[config.mk]
export PLATFORM = sky130hd
export DESIGN_NAME = tmds_switch
export DESIGN_NICKNAME = d
export VERILOG_FILES = /design/src/hw/tmds_pkg.sv /design/src/hw/tmds_switch.sv
export VERILOG_INCLUDE_DIRS = /design/src /design/src/hw
export SDC_FILE = /design/constraint.sdc
export NUM_CORES = 1
export LEC_CHECK = 0
export BUFFER_PORTS_ARGS = -buffer_cell sky130_fd_sc_hd__buf_2
export CAP_MARGIN = 20
export CORE_UTILIZATION = 40
export DETAILED_ROUTE_END_ITERATION = 16
export PLACE_DENSITY = 0.63
export SYNTH_ARGS = -nofsm -noshare
export SYNTH_HDL_FRONTEND = slang
export SYNTH_SLANG_ARGS = --single-unit
[constraint.sdc]
create_clock -name clock_in -period 2.4 [get_ports clock_in]
set_input_delay 0.6 -clock clock_in [delete_from_list [all_inputs] [get_ports clock_in]]
set_output_delay 0.6 -clock clock_in [all_outputs]
set_load 0.01 [all_outputs]
[src/hw/tmds_defs.svh]
// constants of the twelve-month date switch: offsets, fields, resets, limits
// assumes inclusion by the package, the switch module and the test bench
`ifndef TMDS_DEFS_SVH
`define TMDS_DEFS_SVH

// register byte offsets on the avalon slave
`define TMDS_ADDR_CTRL 4'h0
`define TMDS_ADDR_ON 4'h4
`define TMDS_ADDR_OFF 4'h8
`define TMDS_ADDR_STATUS 4'hc

// control register bits
`define TMDS_CTRL_YEARLY 0
`define TMDS_CTRL_MONTHLY 1
`define TMDS_CTRL_PULSE 2
`define TMDS_CTRL_RST 3'h0

// date word layout: year [27:16], month [11:8], day [4:0]
`define TMDS_YEAR_LSB 16
`define TMDS_YEAR_MSB 27
`define TMDS_MONTH_LSB 8
`define TMDS_MONTH_MSB 11
`define TMDS_DAY_LSB 0
`define TMDS_DAY_MSB 4
`define TMDS_DATE_RST 21'h0

// status register bits; current date sits in [31:11]
`define TMDS_STAT_OUT 0
`define TMDS_STAT_ERR 1
`define TMDS_STAT_VALID 2
`define TMDS_STAT_DATE_LSB 11

// calendar limits
`define TMDS_YEAR_FIRST 12'h7d0
`define TMDS_YEAR_LAST 12'h833
`define TMDS_MONTH_FIRST 4'h1
`define TMDS_MONTH_LAST 4'hc
`define TMDS_UNSET_YEAR 12'h000
`define TMDS_UNSET_MONTH 4'h0
`define TMDS_UNSET_DAY 5'h00

`endif

[src/hw/tmds_pkg.sv]
// types of the twelve-month date switch
// assumes the constants header sits beside it
package tmds_pkg;
`include "tmds_defs.svh"

    // one calendar date; a zero field means "not set"
    typedef struct packed {
        logic [11:0] year;
        logic [3:0] month;
        logic [4:0] day;
    } tmds_date_s;

    // register bus handshake states, gray along idle -> ack -> idle
    typedef enum logic [1:0] {
        TMDS_BUS_IDLE = 2'b00,
        TMDS_BUS_ACK = 2'b01
    } tmds_bus_e;

    // whole state of the switch
    typedef struct packed {
        tmds_bus_e bus;
        logic waitreq;
        logic [31:0] rdata;
        logic [2:0] ctrl;
        tmds_date_s on_date;
        tmds_date_s off_date;
        tmds_date_s sync1;
        tmds_date_s sync2;
        tmds_date_s sync3;
        tmds_date_s cur;
        logic valid;
        logic evt;
        logic out;
        logic pulsed;
        logic err;
    } tmds_state_s;

endpackage

[src/hw/tmds_switch.sv]
// twelve-month date switch: date compare, output, avalon register slave
// assumes an external calendar clock drives the date pins from its own
// domain, and one clock_in cycle is one scan cycle
//
// The implementer's own choices: the Avalon-MM register port and the register addresses.
`timescale 1ns/100ps
`include "tmds_defs.svh"

// What this block does
// - The output only sets or clears at the midnight change of date; a pulse clears one scan later.
// - Each on and off date is read as year, then month, then day.
// - Monthly mode sets on the on day of every month, clears on the off day.
// - In repeating modes the on year is the first and the off year the last.
// - A year beyond 2099 in a date is refused and never acted on.
// - Yearly mode sets on the on month and day, clears on the off ones.
// - Pulse mode raises the output for one scan cycle at the on date.
// - Pulse works with monthly, with yearly, or alone as a single pulse.
// - With no mode set the output spans once from on date to off date.
// - A lone pulse with no off date fires only once, at the on date.
// - A yearly span crossing new year holds over it, not past the last.
// - Yearly plus monthly with no months repeats monthly over the years.
// - Dates are limited to the years 2000 through 2099.
module tmds_switch (
    input wire logic clock_in,
    input wire logic rst_in,
    input wire logic [3:0] address_in,
    input wire logic read_in,
    input wire logic write_in,
    input wire logic [31:0] writedata_in,
    input wire logic [3:0] byteenable_in,
    output logic [31:0] readdata_out,
    output logic waitrequest_out,
    input wire logic [11:0] date_year_in,
    input wire logic [3:0] date_month_in,
    input wire logic [4:0] date_day_in,
    output logic switch_out
);
    import tmds_pkg::*;

    tmds_state_s st_q;
    tmds_state_s st_d;

    // ****************************************************
    // helper functions
    // ****************************************************

    // merge a bus write into an old word under the byte enables
    function automatic logic [31:0] be_merge(input logic [31:0] old,
                                             input logic [31:0] wd,
                                             input logic [3:0] be);
        logic [31:0] r;
        r = old;
        for (int i = 0; i < 4; i++) begin
            if (be[i]) begin
                r[8*i +: 8] = wd[8*i +: 8];
            end
        end
        return r;
    endfunction

    // unpack a date word, year first, month second, day third
    function automatic tmds_date_s word_to_date(input logic [31:0] w);
        tmds_date_s d;
        d.year = w[`TMDS_YEAR_MSB:`TMDS_YEAR_LSB];
        d.month = w[`TMDS_MONTH_MSB:`TMDS_MONTH_LSB];
        d.day = w[`TMDS_DAY_MSB:`TMDS_DAY_LSB];
        return d;
    endfunction

    // pack a date into its register word
    function automatic logic [31:0] date_to_word(input tmds_date_s d);
        logic [31:0] w;
        w = 32'h00000000;
        w[`TMDS_YEAR_MSB:`TMDS_YEAR_LSB] = d.year;
        w[`TMDS_MONTH_MSB:`TMDS_MONTH_LSB] = d.month;
        w[`TMDS_DAY_MSB:`TMDS_DAY_LSB] = d.day;
        return w;
    endfunction

    // a year is usable if unset or within the calendar span
    function automatic logic year_ok(input logic [11:0] y);
        return (y == `TMDS_UNSET_YEAR) ||
               ((y >= `TMDS_YEAR_FIRST) && (y <= `TMDS_YEAR_LAST));
    endfunction

    // ****************************************************
    // date compare
    // ****************************************************

    logic [11:0] last_year;
    logic [15:0] ym_now;
    logic [15:0] ym_first;
    logic [15:0] ym_last;
    logic md_wrap;
    logic d_wrap;
    logic cfg_ok;
    logic on_hit;
    logic off_hit;
    logic day_evt;
    tmds_date_s nd;

    // decide whether the newly arrived date sets or clears the output
    always_comb begin
        nd = st_q.sync3;
        last_year = (st_q.off_date.year == `TMDS_UNSET_YEAR) ?
                    `TMDS_YEAR_LAST : st_q.off_date.year;
        ym_now = {nd.year, nd.month};
        ym_first = {st_q.on_date.year,
                    (st_q.on_date.month == `TMDS_UNSET_MONTH) ?
                    `TMDS_MONTH_FIRST : st_q.on_date.month};
        ym_last = {last_year,
                   (st_q.off_date.month == `TMDS_UNSET_MONTH) ?
                   `TMDS_MONTH_LAST : st_q.off_date.month};
        md_wrap = ({st_q.on_date.month, st_q.on_date.day} >
                   {st_q.off_date.month, st_q.off_date.day}) &&
                  !st_q.ctrl[`TMDS_CTRL_PULSE];
        d_wrap = (st_q.on_date.day > st_q.off_date.day) &&
                 !st_q.ctrl[`TMDS_CTRL_PULSE];
        cfg_ok = (st_q.on_date.year != `TMDS_UNSET_YEAR) &&
                 (st_q.on_date.day != `TMDS_UNSET_DAY);
        on_hit = 1'b0;
        off_hit = 1'b0;
        if (st_q.ctrl[`TMDS_CTRL_MONTHLY]) begin
            // monthly, alone or with yearly: the on day of each month
            on_hit = (nd.day == st_q.on_date.day) && (ym_now >= ym_first) &&
                     (d_wrap ? (ym_now < ym_last) :
                      (ym_now <= ym_last));
            off_hit = (nd.day == st_q.off_date.day);
        end else if (st_q.ctrl[`TMDS_CTRL_YEARLY]) begin
            // yearly: a wrapped span needs its off date still in range
            on_hit = (nd.month == st_q.on_date.month) &&
                     (nd.day == st_q.on_date.day) &&
                     (nd.year >= st_q.on_date.year) &&
                     (md_wrap ? (nd.year < last_year) :
                      (nd.year <= last_year));
            off_hit = (nd.month == st_q.off_date.month) &&
                      (nd.day == st_q.off_date.day);
        end else begin
            // single span or single pulse: whole dates must match
            on_hit = (nd == st_q.on_date);
            off_hit = (nd == st_q.off_date);
        end
        on_hit = on_hit && cfg_ok;
        // a new date only counts once it has stood still for a scan
        // an all-zero word is the flops' reset value, never a real date
        day_evt = (st_q.sync2 == st_q.sync3) &&
                  (st_q.sync3 != `TMDS_DATE_RST) &&
                  (!st_q.valid || (st_q.sync3 != st_q.cur));
    end

    // ****************************************************
    // next state
    // ****************************************************

    logic [31:0] merged;
    tmds_date_s wdate;
    logic err_set;
    logic err_clr;

    // bus handshake, register writes, date capture and output update
    always_comb begin
        st_d = st_q;
        merged = 32'h00000000;
        wdate = `TMDS_DATE_RST;
        err_set = 1'b0;
        err_clr = 1'b0;

        // date pins cross into the scan clock through three flops
        st_d.sync1 = {date_year_in, date_month_in, date_day_in};
        st_d.sync2 = st_q.sync1;
        st_d.sync3 = st_q.sync2;

        // output: evaluated each scan, changes only on a date change or one scan after a pulse
        st_d.evt = day_evt && st_q.valid;
        if (st_q.pulsed) begin
            st_d.out = 1'b0;
            st_d.pulsed = 1'b0;
        end
        if (day_evt) begin
            st_d.cur = st_q.sync3;
            st_d.valid = 1'b1;
            if (st_q.valid) begin
                // first date after reset is a start, not a day change
                if (st_q.ctrl[`TMDS_CTRL_PULSE]) begin
                    st_d.out = on_hit;
                    st_d.pulsed = on_hit;
                end else if (off_hit) begin
                    st_d.out = 1'b0;
                end else if (on_hit) begin
                    st_d.out = 1'b1;
                end
            end
        end

        // avalon slave: one wait cycle, then one ready cycle
        case (st_q.bus)
            TMDS_BUS_IDLE: begin
                st_d.waitreq = 1'b1;
                if (read_in || write_in) begin
                    st_d.bus = TMDS_BUS_ACK;
                    st_d.waitreq = 1'b0;
                    case (address_in)
                        `TMDS_ADDR_CTRL: begin
                            st_d.rdata = {29'h0, st_q.ctrl};
                        end
                        `TMDS_ADDR_ON: begin
                            st_d.rdata = date_to_word(st_q.on_date);
                        end
                        `TMDS_ADDR_OFF: begin
                            st_d.rdata = date_to_word(st_q.off_date);
                        end
                        `TMDS_ADDR_STATUS: begin
                            st_d.rdata = {st_q.cur, 8'h00, st_q.valid,
                                          st_q.err, st_q.out};
                        end
                        default: begin
                            st_d.rdata = 32'h00000000;
                        end
                    endcase
                end
            end
            TMDS_BUS_ACK: begin
                // the master samples the ready here; writes land now
                st_d.bus = TMDS_BUS_IDLE;
                st_d.waitreq = 1'b1;
                if (write_in) begin
                    case (address_in)
                        `TMDS_ADDR_CTRL: begin
                            merged = be_merge({29'h0, st_q.ctrl},
                                              writedata_in, byteenable_in);
                            st_d.ctrl = merged[2:0];
                        end
                        `TMDS_ADDR_ON: begin
                            merged = be_merge(date_to_word(st_q.on_date),
                                              writedata_in, byteenable_in);
                            wdate = word_to_date(merged);
                            if (year_ok(wdate.year)) begin
                                st_d.on_date = wdate;
                            end else begin
                                err_set = 1'b1;
                            end
                        end
                        `TMDS_ADDR_OFF: begin
                            merged = be_merge(date_to_word(st_q.off_date),
                                              writedata_in, byteenable_in);
                            wdate = word_to_date(merged);
                            if (year_ok(wdate.year)) begin
                                st_d.off_date = wdate;
                            end else begin
                                err_set = 1'b1;
                            end
                        end
                        `TMDS_ADDR_STATUS: begin
                            err_clr = writedata_in[`TMDS_STAT_ERR] &&
                                      byteenable_in[0];
                        end
                        default: begin
                            merged = 32'h00000000;
                        end
                    endcase
                end
            end
            default: begin
                st_d.bus = TMDS_BUS_IDLE;
                st_d.waitreq = 1'b1;
            end
        endcase
        // a refused write wins over a clear in the same cycle
        st_d.err = (st_q.err && !err_clr) || err_set;
    end

    // ****************************************************
    // state register
    // ****************************************************

    // the whole state in one register, constants under reset
    always_ff @(posedge clock_in) begin
        if (rst_in) begin
            st_q.bus <= TMDS_BUS_IDLE;
            st_q.waitreq <= 1'b1;
            st_q.rdata <= 32'h00000000;
            st_q.ctrl <= `TMDS_CTRL_RST;
            st_q.on_date <= `TMDS_DATE_RST;
            st_q.off_date <= `TMDS_DATE_RST;
            st_q.sync1 <= `TMDS_DATE_RST;
            st_q.sync2 <= `TMDS_DATE_RST;
            st_q.sync3 <= `TMDS_DATE_RST;
            st_q.cur <= `TMDS_DATE_RST;
            st_q.valid <= 1'b0;
            st_q.evt <= 1'b0;
            st_q.out <= 1'b0;
            st_q.pulsed <= 1'b0;
            st_q.err <= 1'b0;
        end else begin
            st_q <= st_d;
        end
    end

    // outputs come straight from the state flops
    assign readdata_out = st_q.rdata;
    assign waitrequest_out = st_q.waitreq;
    assign switch_out = st_q.out;
endmodule

# --- Yosys cells after proc, flatten, opt, wreduce, memory -nomap -nowiden ---
# Cells that the tools add are included.
op_classes:
  mux: 42
  bitwise_logic: 1
  n_reduce_logical: 43
  order_cmp: 12
  n_eq_ne: 11
op_table:
  columns: ["operator", "n"]
  rows:
  - ["32-bit one-hot mux with 4 select lines", 1]
  - ["8-bit two-way mux", 8]
  - ["21-bit equality test", 3]
  - ["4-bit two-way mux", 10]
  - ["12-bit zero test", 3]
  - ["33-bit two-way mux", 1]
  - ["12-bit by 11-bit greater-or-equal comparator with 1-bit output (second input constant)", 2]
  - ["12-bit less-or-equal comparator (second input constant)", 2]
  - ["21-bit inequality test", 1]
  - ["21-bit nonzero test", 1]
  - ["5-bit AND reduction", 4]
  - ["1-bit two-way mux", 17]
  - ["16-bit greater-or-equal comparator", 1]
  - ["16-bit less-or-equal comparator", 1]
  - ["1-bit logical AND", 16]
  - ["16-bit < comparator", 1]
  - ["12-bit greater-or-equal comparator", 1]
  - ["12-bit less-or-equal comparator", 1]
  - ["4-bit zero test", 3]
  - ["12-bit < comparator", 1]
  - ["12-bit two-way mux", 1]
  - ["4-bit AND reduction", 3]
  - ["12-bit nonzero test", 1]
  - ["5-bit equality test", 2]
  - ["other kinds (14)", 24]
word_totals:
  input_bits: 65
  wordCells: 135
  out_inout_bits: 34
  ff_bits: 167

# --- Depth between registers and ports, before layout ---
# Gate-level depths: netlist (run 1).
logic_depth:
  ltp_word: 13
  ltp_mapped: 12
  depth_no_buf: 12

# --- Least setup slack after synthesis (run 1) ---
# No wires, ideal clock.
synth_timing:
  path_kind: "register -> register"
  start: "register st_q[106] in the netlist's numbering"
  end: "register st_q, in the netlist switch_out"
  path_stages_with_launch: 12
  setup_ns: 0.125
  slack_ns: -0.175
  t_arrival_ns: 2.450
  period_less_slack_ns: 2.575
  required_ns: 2.275
  path_buffers: 0
  path_cell_list: "dfxtp_1 > or3_1 > nor3_1 > nor2_1 > ha_1 > nand2_1 > nor4_1 > o21ai_0 > o21ai_0 > a221oi_1 > a211oi_1 > o21ai_1"
synth_via:
  elab_chain_cells: 13
  elab_cells_between_ends: 21
  classes_between: "order compare (4); eq/ne (1); mux (12); reduce/logical (4)"
synth_lines:
  columns: ["element", "line", "text"]
  rows:
  - ["start, declared", "tmds_switch.sv:40", "tmds_state_s st_q;"]
  - ["start signal, assigned", "tmds_switch.sv:295", "st_q <= st_d;"]
  - ["12-bit zero test (no source line)", null, null]
  - ["12-bit two-way mux", "tmds_switch.sv:105", "last_year = (st_q.off_date.year == `TMDS_UNSET_YEAR) ?"]
  - ["12-bit less-or-equal comparator / 12-bit < comparator (equally long branches)", "tmds_switch.sv:135, tmds_switch.sv:134", null]
  - ["1-bit two-way mux", "tmds_switch.sv:134", "(md_wrap ? (nd.year < last_year) :"]
  - ["1-bit logical AND", "tmds_switch.sv:133", "(nd.year >= st_q.on_date.year) &&"]
  - ["1-bit two-way mux", "tmds_switch.sv:129", "end else if (st_q.ctrl[`TMDS_CTRL_YEARLY]) begin"]
  - ["1-bit two-way mux", "tmds_switch.sv:123", "if (st_q.ctrl[`TMDS_CTRL_MONTHLY]) begin"]
  - ["1-bit logical AND", "tmds_switch.sv:143", "on_hit = on_hit && cfg_ok;"]
  - ["1-bit two-way mux", "tmds_switch.sv:189", "end else if (on_hit) begin"]
  - ["1-bit two-way mux", "tmds_switch.sv:187", "end else if (off_hit) begin"]
  - ["1-bit two-way mux (*)", "tmds_switch.sv:184", "if (st_q.ctrl[`TMDS_CTRL_PULSE]) begin"]
  - ["2-bit two-way mux (*)", "tmds_switch.sv:182", "if (st_q.valid) begin"]
  - ["2-bit two-way mux (*)", "tmds_switch.sv:179", "if (day_evt) begin"]
# Mark *: on every way between the ends. The rest lies on a longest branch, timed or not.
# A chain may end at the register's enable or synchronous reset.

# --- Worst setup path in the final report (run 1) ---
layout_timing:
  start: "register st_q[103] in the netlist's numbering"
  end: "register st_q, in the netlist switch_out"
# Same word-level chain as after synthesis.

==> metrics.csv, run 1 <==
stage;metric;value;unit
synthesis;synth_xor_area_share;7.12;%
sta;finalMaxSlewViolations;0;
layout;drive_gt1_share;24.0;%
sta;worstMarginPinSlew;584;ps
power_and_ir_drop;swShare;26.9;%
power_and_ir_drop;p_per_area;584;nW/µm²
synthesis;synth-edff-count;0;
worst_setup_path;worstPathMaxFanout;4;
worst_setup_path;r2r_start;st_q[103];
worst_setup_path;r2r_slack;-240;ps
global_route;use_met3;3.55;%
clocking;cts.clk_slew.worst_paths;70;ps
power_and_ir_drop;pwr-share-seq;46.8;%
floorplan;start_util;41.4;%
floorplan;rows;52;
worst_setup_path;setup.worst_path.start_class;register;
clocking;htree_levels;4;
worst_setup_path;r2r_cells;12;
layout;final_util;50.1;%
global_route;grt_usage;20.6;%
sta;fin_skew;9.34;ps
global_route;grt_pass1_vias;6564;
layout;layout.nets;1200;
global_route;grt_max_degree;55;
hold_path;worstHoldPathType;in -> reg;
global_route;overflow;0;
floorplan;dieHeight;148;µm
sta;layout_min_cycle_time;2640;ps
synthesis;netlist_instances;989;
power_and_ir_drop;p_clk_share;44.5;%
layout;syn_to_final_growth;20.8;%
clocking;clock_path_buffers;2;
synthesis;yosys.area_share.adder;6.34;%
power_and_ir_drop;peakVddDrop;0.000478;V
synthesis;ys_types;60;
clocking;root_buffer;clkbuf_16;
routing;ant_nets;0;
sta;setup_viol;2;
global_route;busiest_layer;met2;
sta;rsz0062_at_grt;yes;
worst_setup_path;worstSetupPathType;reg -> reg;
worst_setup_path;cp-startpoint;st_q[103];
routing;detail_route.wl_per_cell;16.2;µm
synthesis;synthSimpleGateAreaFrac;21.8;%
synthesis;ys.flop_type;dfxtp_1;
status;status;complete, but fails checks;
clocking;clkLatencyLatePin;440;ps
sta;finalCritPeriodShare;110;%
global_route;antenna_found_initial;0;
clocking;cts_hold_buffers;0;
worst_setup_path;required;2720;ps
routing;drc;0;
layout;num_antenna_cells;0;
synthesis;syn_area;8490;µm²
synthesis;ys_ff_latch;164;
placement;port_buffers;84;
synthesis;synth_top_family_by_area;simple AND/OR/NAND/NOR gates;
placement;place_congestion;0.922;
status;violations;setup timing;
floorplan;dieArea;21800;µm²
power_and_ir_drop;switchingPower;1.61;mW
sta;holdWs;364;ps
floorplan;die_width;148;µm
synthesis;yosysWarnings;0;
worst_setup_path;crit_end;switch_out;
worst_setup_path;r2r-end;switch_out;
sta;fmax;378;MHz
power_and_ir_drop;combPwrFrac;8.7;%
global_route;grtUsageMet2;32.5;%
routing;via_per_inst;5.25;
layout;final_common_cell;dfxtp_1;
sta;relSlewSlack;61.1;%
routing;first_pass_iters;5;
worst_setup_path;arrival;2960;ps
sta;hold_viol;0;
placement;post-dp-hpwl;17.0;mm
power_and_ir_drop;intPower;4.38;mW
clocking;cts_made_buffers;17;
clocking;cts_num_sinks;164;
global_route;grtUsageMet1;28.1;%
layout;final_cell_mix;dfxtp_1 (156), nor2_1 (97), buf_4 (87);
worst_setup_path;endpoint_kind;register;
routing;routed_wl;22.3;mm
routing;vias;7225;
global_route;grt_pass1_wl;34.8;mm
power_and_ir_drop;leakage;4.42;nW
flow_run;maxCapViolCount;0;
synthesis;syn_avg_cell_area;8.59;µm²
clocking;cts_tree;done;
floorplan;core;20500;µm²
synthesis;synthArstFlopShare;0;%
floorplan;io_pins;99;
synthesis;synth_compound_area_share;12.5;%
synthesis;synthMuxAreaShare;5.73;%
sta;worst_slack;-244;ps
routing;drt-initial-drc-count;511;
synthesis;yosysSeqAreaShare;38.7;%
-- how the worst min path moves through the flow --
stage	startpoint	slack (ps)	cells after the start	to
after floorplan	st_d[47]	410	1	st_d[26]
after global placement	st_d[54]	420	1	st_d[33]
after detailed placement	st_d[52]	420	1	st_d[31]
after CTS	date_month_in[0]	350	2	st_d[52]
after global routing	date_month_in[0]	360	2	st_d[52]
final	date_month_in[0]	360	2	st_d[52]
-- power groups by stage --
| stage | Combinational, mW | Clock (mW) | Sequential, mW |
|---|---|---|---|
| 6_report | 0.519 | 2.67 | 2.81 |
| 5_1_grt | 0.567 | 2.85 | 2.81 |
| 4_1_cts | 0.510 | 2.72 | 2.81 |
| 3_5_place_dp | 0.505 | 0 | 2.87 |
| 3_3_place_gp | 0.501 | 0 | 2.87 |
| 2_1_floorplan | 0.322 | 0 | 2.85 |
-- stage by stage --
step	cell area (µm²)	setup TNS [ps]	setup WS [ps]	power, mW	std cells
2_1_floorplan	8540	-15.6	-10.3	3.17	991
3_3_place_gp	9460	-7410	-281	3.37	1333
3_5_place_dp	9460	-9700	-350	3.37	1333
4_1_cts	10100	-496	-249	6.04	1366
5_1_grt	10300	-1790	-450	6.23	1375
6_report	10300	-455	-244	6.00	1375
-- final cells by class --
cell class / count / area (µm²)
fill: 1943 / 10200
multi-input combinational: 692 / 4710
sequential: 164 / 3300
timing repair buffer: 178 / 1180
clock buffer: 17 / 425
tap: 270 / 338
clock inverter: 15 / 160
inverter: 39 / 146
-- cell usage after synthesis, drive strengths merged, types with 20 or more instances --
cell type,n,area share [%]
a21oi,58,3.5
a22oi,29,2.6
buf,46,3.9
clkbuf,50,2.2
dfxtp,164,39
ha,43,6.3
inv,39,1.7
mux2i,34,4.0
nand2,59,2.6
nand3,30,1.8
nor2,99,4.4
nor2b,70,5.2
nor3,20,1.2
nor4,27,2.0
o21ai,40,2.4
xnor2,20,2.1
xor2,49,5.1
-- sequential cells by signal (all words and copies together), names as in the netlist --
signal	flops
switch_out	1
readdata_out	29
nd	21
waitrequest_out	1
st_d	42
st_q	70
-- cell families (layout without fill, tap and decap cells) --
kind of cell / Yosys count / count (layout)
simple gates: 362 / 362
xor+xnor: 69 / 69
fa+ha+maj: 43 / 43
other cells: 1 / 3
compound gates: 171 / 171
flops: 164 / 164
buf+inv: 135 / 249
mux: 44 / 44
-- per-layer routing --
metal  vias to the layer above  part of all wire (%)
met4                         0                   2.3
met5                         -                     0
li1                       3587                     -
met3                        35                   6.0
met2                       230                    45
met1                      3373                    47
-- worst max-delay path, stage by stage, from the launching register on --
cell and delay [ps]:
dfxtp_2 340, nor4_4 290, nand2_1 100, nor3_2 160
buf_4 160, nor2_2 50, ha_4 270, nand2_2 60
nor4_4 330, o21ai_1 120, a22o_1 250, a211oi_2 290
o21ai_1 120
-- what timing repair did --
| item | 4_1_cts | 5_1_grt |
|---|---|---|
| buffers inserted | 1 | 8 |
| pin swaps | 8 | 12 |
| setup endpoints to repair | 2 | 37 |
| gates cloned | 0 | 1 |
| resized for setup | 6 | 33 |
Power figures use the tool's default switching activity.
==> run 2, diff against run 1 <==
--- a/config.mk
+++ b/config.mk
@@ -11,6 +11,7 @@
 export CORE_UTILIZATION = 40
 export DETAILED_ROUTE_END_ITERATION = 16
 export PLACE_DENSITY = 0.63
+export REMOVE_ABC_BUFFERS = 1
 export SYNTH_ARGS = -nofsm -noshare
 export SYNTH_HDL_FRONTEND = slang
 export SYNTH_SLANG_ARGS = --single-unit
==> metrics.csv, run 2 (synthesis results as in run 1) <==
stage;metric;value;unit
power_and_ir_drop;leakage;4.44;nW
hold_path;worstHoldPathType;in -> reg;
status;status;complete, but fails checks;
sta;tns;-444;ps
worst_setup_path;endpoint_kind;register;
worst_setup_path;arrival;2980;ps
sta;setup_viol;3;
routing;drt-initial-drc-count;530;
layout;final_common_cell;dfxtp_1;
routing;ant_nets;0;
clocking;cts.clk_slew.worst_paths;70;ps
global_route;grt_usage;20.9;%
sta;relSlewSlack;59.7;%
status;violations;setup timing;
floorplan;dieHeight;148;µm
global_route;overflow;0;
clocking;clock_path_buffers;2;
sta;finalMaxSlewViolations;0;
layout;multiInputGateArea;4720;µm²
layout;nFillCells;1969;
worst_setup_path;worstSetupPathType;reg -> reg;
clocking;cts_made_buffers;17;
global_route;antenna_found_initial;0;
placement;port_buffers;84;
flow_run;maxCapViolCount;0;
power_and_ir_drop;peakVddDrop;0.000422;V
floorplan;rows;52;
global_route;grt_pass1_vias;6739;
layout;syn_to_final_growth;21.3;%
routing;drc;0;
layout;drive_gt1_share;24.1;%
routing;vias;7108;
sta;holdWs;367;ps
clocking;clkLatencyLatePin;440;ps
floorplan;core;20500;µm²
routing;via_per_inst;5.18;
sta;fmax;382;MHz
routing;first_pass_iters;5;
layout;final_util;50.3;%
sta;rsz0062_at_grt;yes;
floorplan;start_util;41.4;%
layout;largest_reg_flops;70;
placement;post-dp-hpwl;16.6;mm
clocking;root_buffer;clkbuf_16;
routing;detail_route.wl_per_cell;16.2;µm
sta;layout_min_cycle_time;2620;ps
layout;top_register;st_q;
clocking;htree_levels;4;
layout;num_antenna_cells;0;
sta;hold_viol;0;
worst_setup_path;setup.worst_path.start_class;register;
global_route;grt_max_degree;77;
layout;final_cell_mix;dfxtp_1 (152), nor2_1 (97), buf_2 (83), buf_4 (83), nor2b_1 (69);
floorplan;die_width;148;µm
floorplan;dieArea;21800;µm²
clocking;cts_tree;done;
global_route;grt_pass1_wl;35.5;mm
sta;fin_skew;8.97;ps
sta;finalCritPeriodShare;109;%
worst_setup_path;worstPathMaxFanout;4;
floorplan;io_pins;99;
worst_setup_path;required;2760;ps
routing;routed_wl;22.2;mm
sta;worstMarginPinSlew;604;ps
clocking;cts_num_sinks;164;
power_and_ir_drop;p_total;6.12;mW
placement;place_congestion;0.904;
layout;layout.nets;1198;
layout;seq_area;3300;µm²
sta;worst_slack;-217;ps
power_and_ir_drop;p_per_area;594;nW/µm²
==> run 2: cell count changes in the layout (fill, tap and decap cells not counted), sizes merged <==
| cell | previous run | this run |
|---|---|---|
| buf | 178 | 176 |
| bufinv | 0 | 2 |
| clkbuf | 17 | 20 |
| clkinv | 5 | 2 |
| clkinvlp | 3 | 1 |
| inv | 46 | 45 |
==> run 2: layer usage <==
metal	global-route usage [%]	wire (µm)	up-vias
met3	3.73	1050	38
li1	-	-	3582
met5	0	0	-
met4	8.20	694	0
met1	28.2	10500	3291
met2	32.9	9960	197
==> run 2: final timing paths <==
check                                      from        to  slack [ps]  cells past startpoint
worst min-delay path            date_year_in[9]  st_d[65]         370                      2
worst max-delay path                  st_q[106]   st_q[1]        -220                     13
worst min register to register         st_d[61]  st_d[40]         430                      1
worst max register to register        st_q[106]   st_q[1]        -220                     13
==> run 2: final cells by class <==
cell class	instances	area share (%)
multi-input combinational	692	45.9
sequential	164	32.0
timing repair buffer	176	11.5
clock buffer	20	4.53
tap	270	3.28
inverter	39	1.42
clock inverter	11	1.34
==> run 2: power by group <==
part	switching [mW]	internal (mW)
combinational	0.289	0.227
sequential	0.0395	2.77
clock	1.17	1.63
==> run 2: worst max-delay path, stage by stage, from the launching register on <==
cell and delay [ps]:
dfxtp_2 320, or3_4 400, nor3_4 170, buf_6 160, nor2_4 30, ha_1 260, nand2_1 70, nor4_2 250
buf_4 160, and3_4 180, nand3_2 60, a221oi_2 260, a211oi_2 70, nor3_1 120
==> run 2: stage by stage <==
step                      instances  area (µm²)  worst slack [ps]
final                          1372       10300              -217
after global routing           1372       10300              -381
after CTS                      1369       10100              -181
after detailed placement       1338        9480              -429
after global placement         1338        9480              -367
after floorplan                 895        7980             -1930
==> run 2: timing repair <==
action,CTS,global route
gates cloned,0,1
buffers inserted,0,3
pin swaps,13,9
hold buffers,0,0
setup endpoints to repair,3,52
resized for setup,15,36
==> run 3, diff against run 2 <==
--- a/config.mk
+++ b/config.mk
@@ -8,10 +8,9 @@
 export LEC_CHECK = 0
 export BUFFER_PORTS_ARGS = -buffer_cell sky130_fd_sc_hd__buf_2
 export CAP_MARGIN = 20
-export CORE_UTILIZATION = 40
+export CORE_UTILIZATION = 45
 export DETAILED_ROUTE_END_ITERATION = 16
-export PLACE_DENSITY = 0.63
-export REMOVE_ABC_BUFFERS = 1
+export PLACE_DENSITY = 0.67
 export SYNTH_ARGS = -nofsm -noshare
 export SYNTH_HDL_FRONTEND = slang
 export SYNTH_SLANG_ARGS = --single-unit
==> constraint.sdc (replaced) <==
create_clock -name clock_in -period 2.55 [get_ports clock_in]
set_input_delay 0.6375 -clock clock_in [delete_from_list [all_inputs] [get_ports clock_in]]
set_output_delay 0.6375 -clock clock_in [all_outputs]
set_load 0.01 [all_outputs]
==> metrics.csv, run 3 (synthesis results as in run 1) <==
stage;metric;value;unit
status;status;complete, but fails checks;
status;violations;setup timing;
floorplan;die_width;139;µm
global_route;grt_usage;22.9;%
worst_setup_path;r2r_start;st_q[108];
sta;fin_skew;16.0;ps
layout;fin_area;10100;µm²
sta;hold_viol;0;
layout;num_antenna_cells;0;
power_and_ir_drop;p_clk_share;43.2;%
sta;layout_min_cycle_time;2720;ps
worst_setup_path;setup.worst_path.start_class;register;
hold_path;worstHoldPathType;in -> reg;
floorplan;io_pins;99;
routing;vias;7281;
floorplan;dieHeight;139;µm
sta;relSlewSlack;55.2;%
layout;final_common_cell;dfxtp_1;
clocking;cts_tree;done;
hold_path;min_to;st_d[50];
worst_setup_path;arrival;3030;ps
layout;final_util;55.5;%
routing;detail_route.wl_per_cell;16.4;µm
sta;fmax;368;MHz
routing;drt-initial-drc-count;511;
clocking;htree_levels;4;
worst_setup_path;r2r_cells;12;
layout;syn_to_final_growth;19.1;%
worst_setup_path;r2r_slack;-170;ps
worst_setup_path;worstPathMaxFanout;3;
power_and_ir_drop;swShare;25.3;%
placement;dp.cells;1297;
worst_setup_path;endpoint_kind;register;
power_and_ir_drop;leakage;4.40;nW
routing;routed_wl;21.8;mm
floorplan;start_util;46.6;%
power_and_ir_drop;intPower;4.11;mW
power_and_ir_drop;pwr-share-seq;48.0;%
layout;final_cell_mix;dfxtp_1 (161), nor2_1 (98), buf_4 (86);
sta;finalMaxSlewViolations;0;
clocking;root_buffer;clkbuf_16;
layout;nFillCells;1636;
sta;tns;-322;ps
clocking;cts_made_buffers;17;
placement;placed_area;9420;µm²
sta;worstMarginPinSlew;669;ps
floorplan;core;18200;µm²
clocking;clock_path_buffers;2;
global_route;grt_pass1_vias;6681;
power_and_ir_drop;peakVddDrop;0.000503;V
layout;finalNonFillerCells;1329;
sta;worst_slack;-170;ps
routing;ant_nets;0;
worst_setup_path;worstSetupPathType;reg -> reg;
placement;place_congestion;0.923;
layout;layout.nets;1195;
global_route;grt_max_degree;57;
sta;finalCritPeriodShare;107;%
global_route;antenna_found_initial;0;
worst_setup_path;required;2860;ps
placement;port_buffers;84;
placement;dp_slack;-548;ps
clocking;cts.clk_slew.worst_paths;60;ps
layout;drive_gt1_share;22.7;%
placement;post-dp-hpwl;16.5;mm
floorplan;rows;49;
power_and_ir_drop;combPwrFrac;8.8;%
sta;setup_viol;2;
power_and_ir_drop;p_per_area;544;nW/µm²
routing;first_pass_iters;6;
routing;drc;0;
layout;largest_reg_flops;70;
routing;via_per_inst;5.48;
power_and_ir_drop;switchingPower;1.39;mW
clocking;clkLatencyLatePin;430;ps
worst_setup_path;r2r-end;switch_out;
floorplan;dieArea;19400;µm²
hold_path;whs_path_depth;2;
hold_path;hp-start;date_day_in[3];
flow_run;maxCapViolCount;0;
global_route;grt_pass1_wl;34.8;mm
clocking;cts_num_sinks;164;
clocking;cts_hold_buffers;0;
layout;top_register;st_q;
sta;rsz0062_at_grt;yes;
global_route;overflow;0;
[run 3: what timing repair did]
item | in CTS | in global routing
pin swaps | 13 | 5
setup buffers | 2 | 0
setup endpoints to repair | 2 | 5
gates resized for setup | 19 | 14
[run 3: worst max-delay path by stage]
stage / end / slack [ps] / startpoint
after CTS: st_q[1] / -90 / st_q[108]
after global placement: switch_out / -500 / st_q[100]
after detailed placement: st_q[1] / -550 / st_q[100]
final: switch_out / -170 / st_q[108]
after global routing: st_q[1] / -290 / st_q[103]
after floorplan: st_q[89] / 80 / byteenable_in[3]
[run 3: worst max-delay path, stage by stage (launching register included)]
cell	delay, ps
dfxtp_2	320
or3_4	390
nor3_2	150
buf_4	150
nor2_1	40
ha_1	320
a21oi_1	80
o21ai_0	250
a221oi_2	140
buf_4	150
a22o_1	250
a211oi_4	280
o21ai_1	90
[run 3: metrics by stage]
step | hold slack [ps] | power, mW
CTS | 401 | 5.53
global placement | 420 | 3.16
global route | 407 | 5.69
detailed placement | 422 | 3.17
floorplan | 414 | 2.98
finish | 411 | 5.50
[run 3: final cells by class]
| type | count | area (µm²) | area share [%] |
|---|---|---|---|
| well taps | 229 | 287 | 2.83 |
| multi-input cells | 692 | 4720 | 46.7 |
| clock inverters | 12 | 96.3 | 0.952 |
| clock buffers | 20 | 447 | 4.42 |
| flip-flops and latches | 164 | 3290 | 32.5 |
| repair buffers | 173 | 1130 | 11.2 |
| inverters | 39 | 146 | 1.45 |
[run 3: power by group through the flow]
stage	clock network [mW]	registers, mW	logic [mW]
after detailed placement	0	2.70	0.466
after floorplan	0	2.68	0.298
final	2.37	2.64	0.483
after CTS	2.41	2.64	0.470
after global routing	2.52	2.65	0.526
after global placement	0	2.70	0.460
[run 3: layer usage]
layer	global-route usage (%)	share of wire, %	vias to the layer above
met5	0	0	-
met4	8.42	2.2	0
met3	4.30	5.7	31
li1	-	-	3575
met2	36.6	46	254
met1	30.7	46	3421
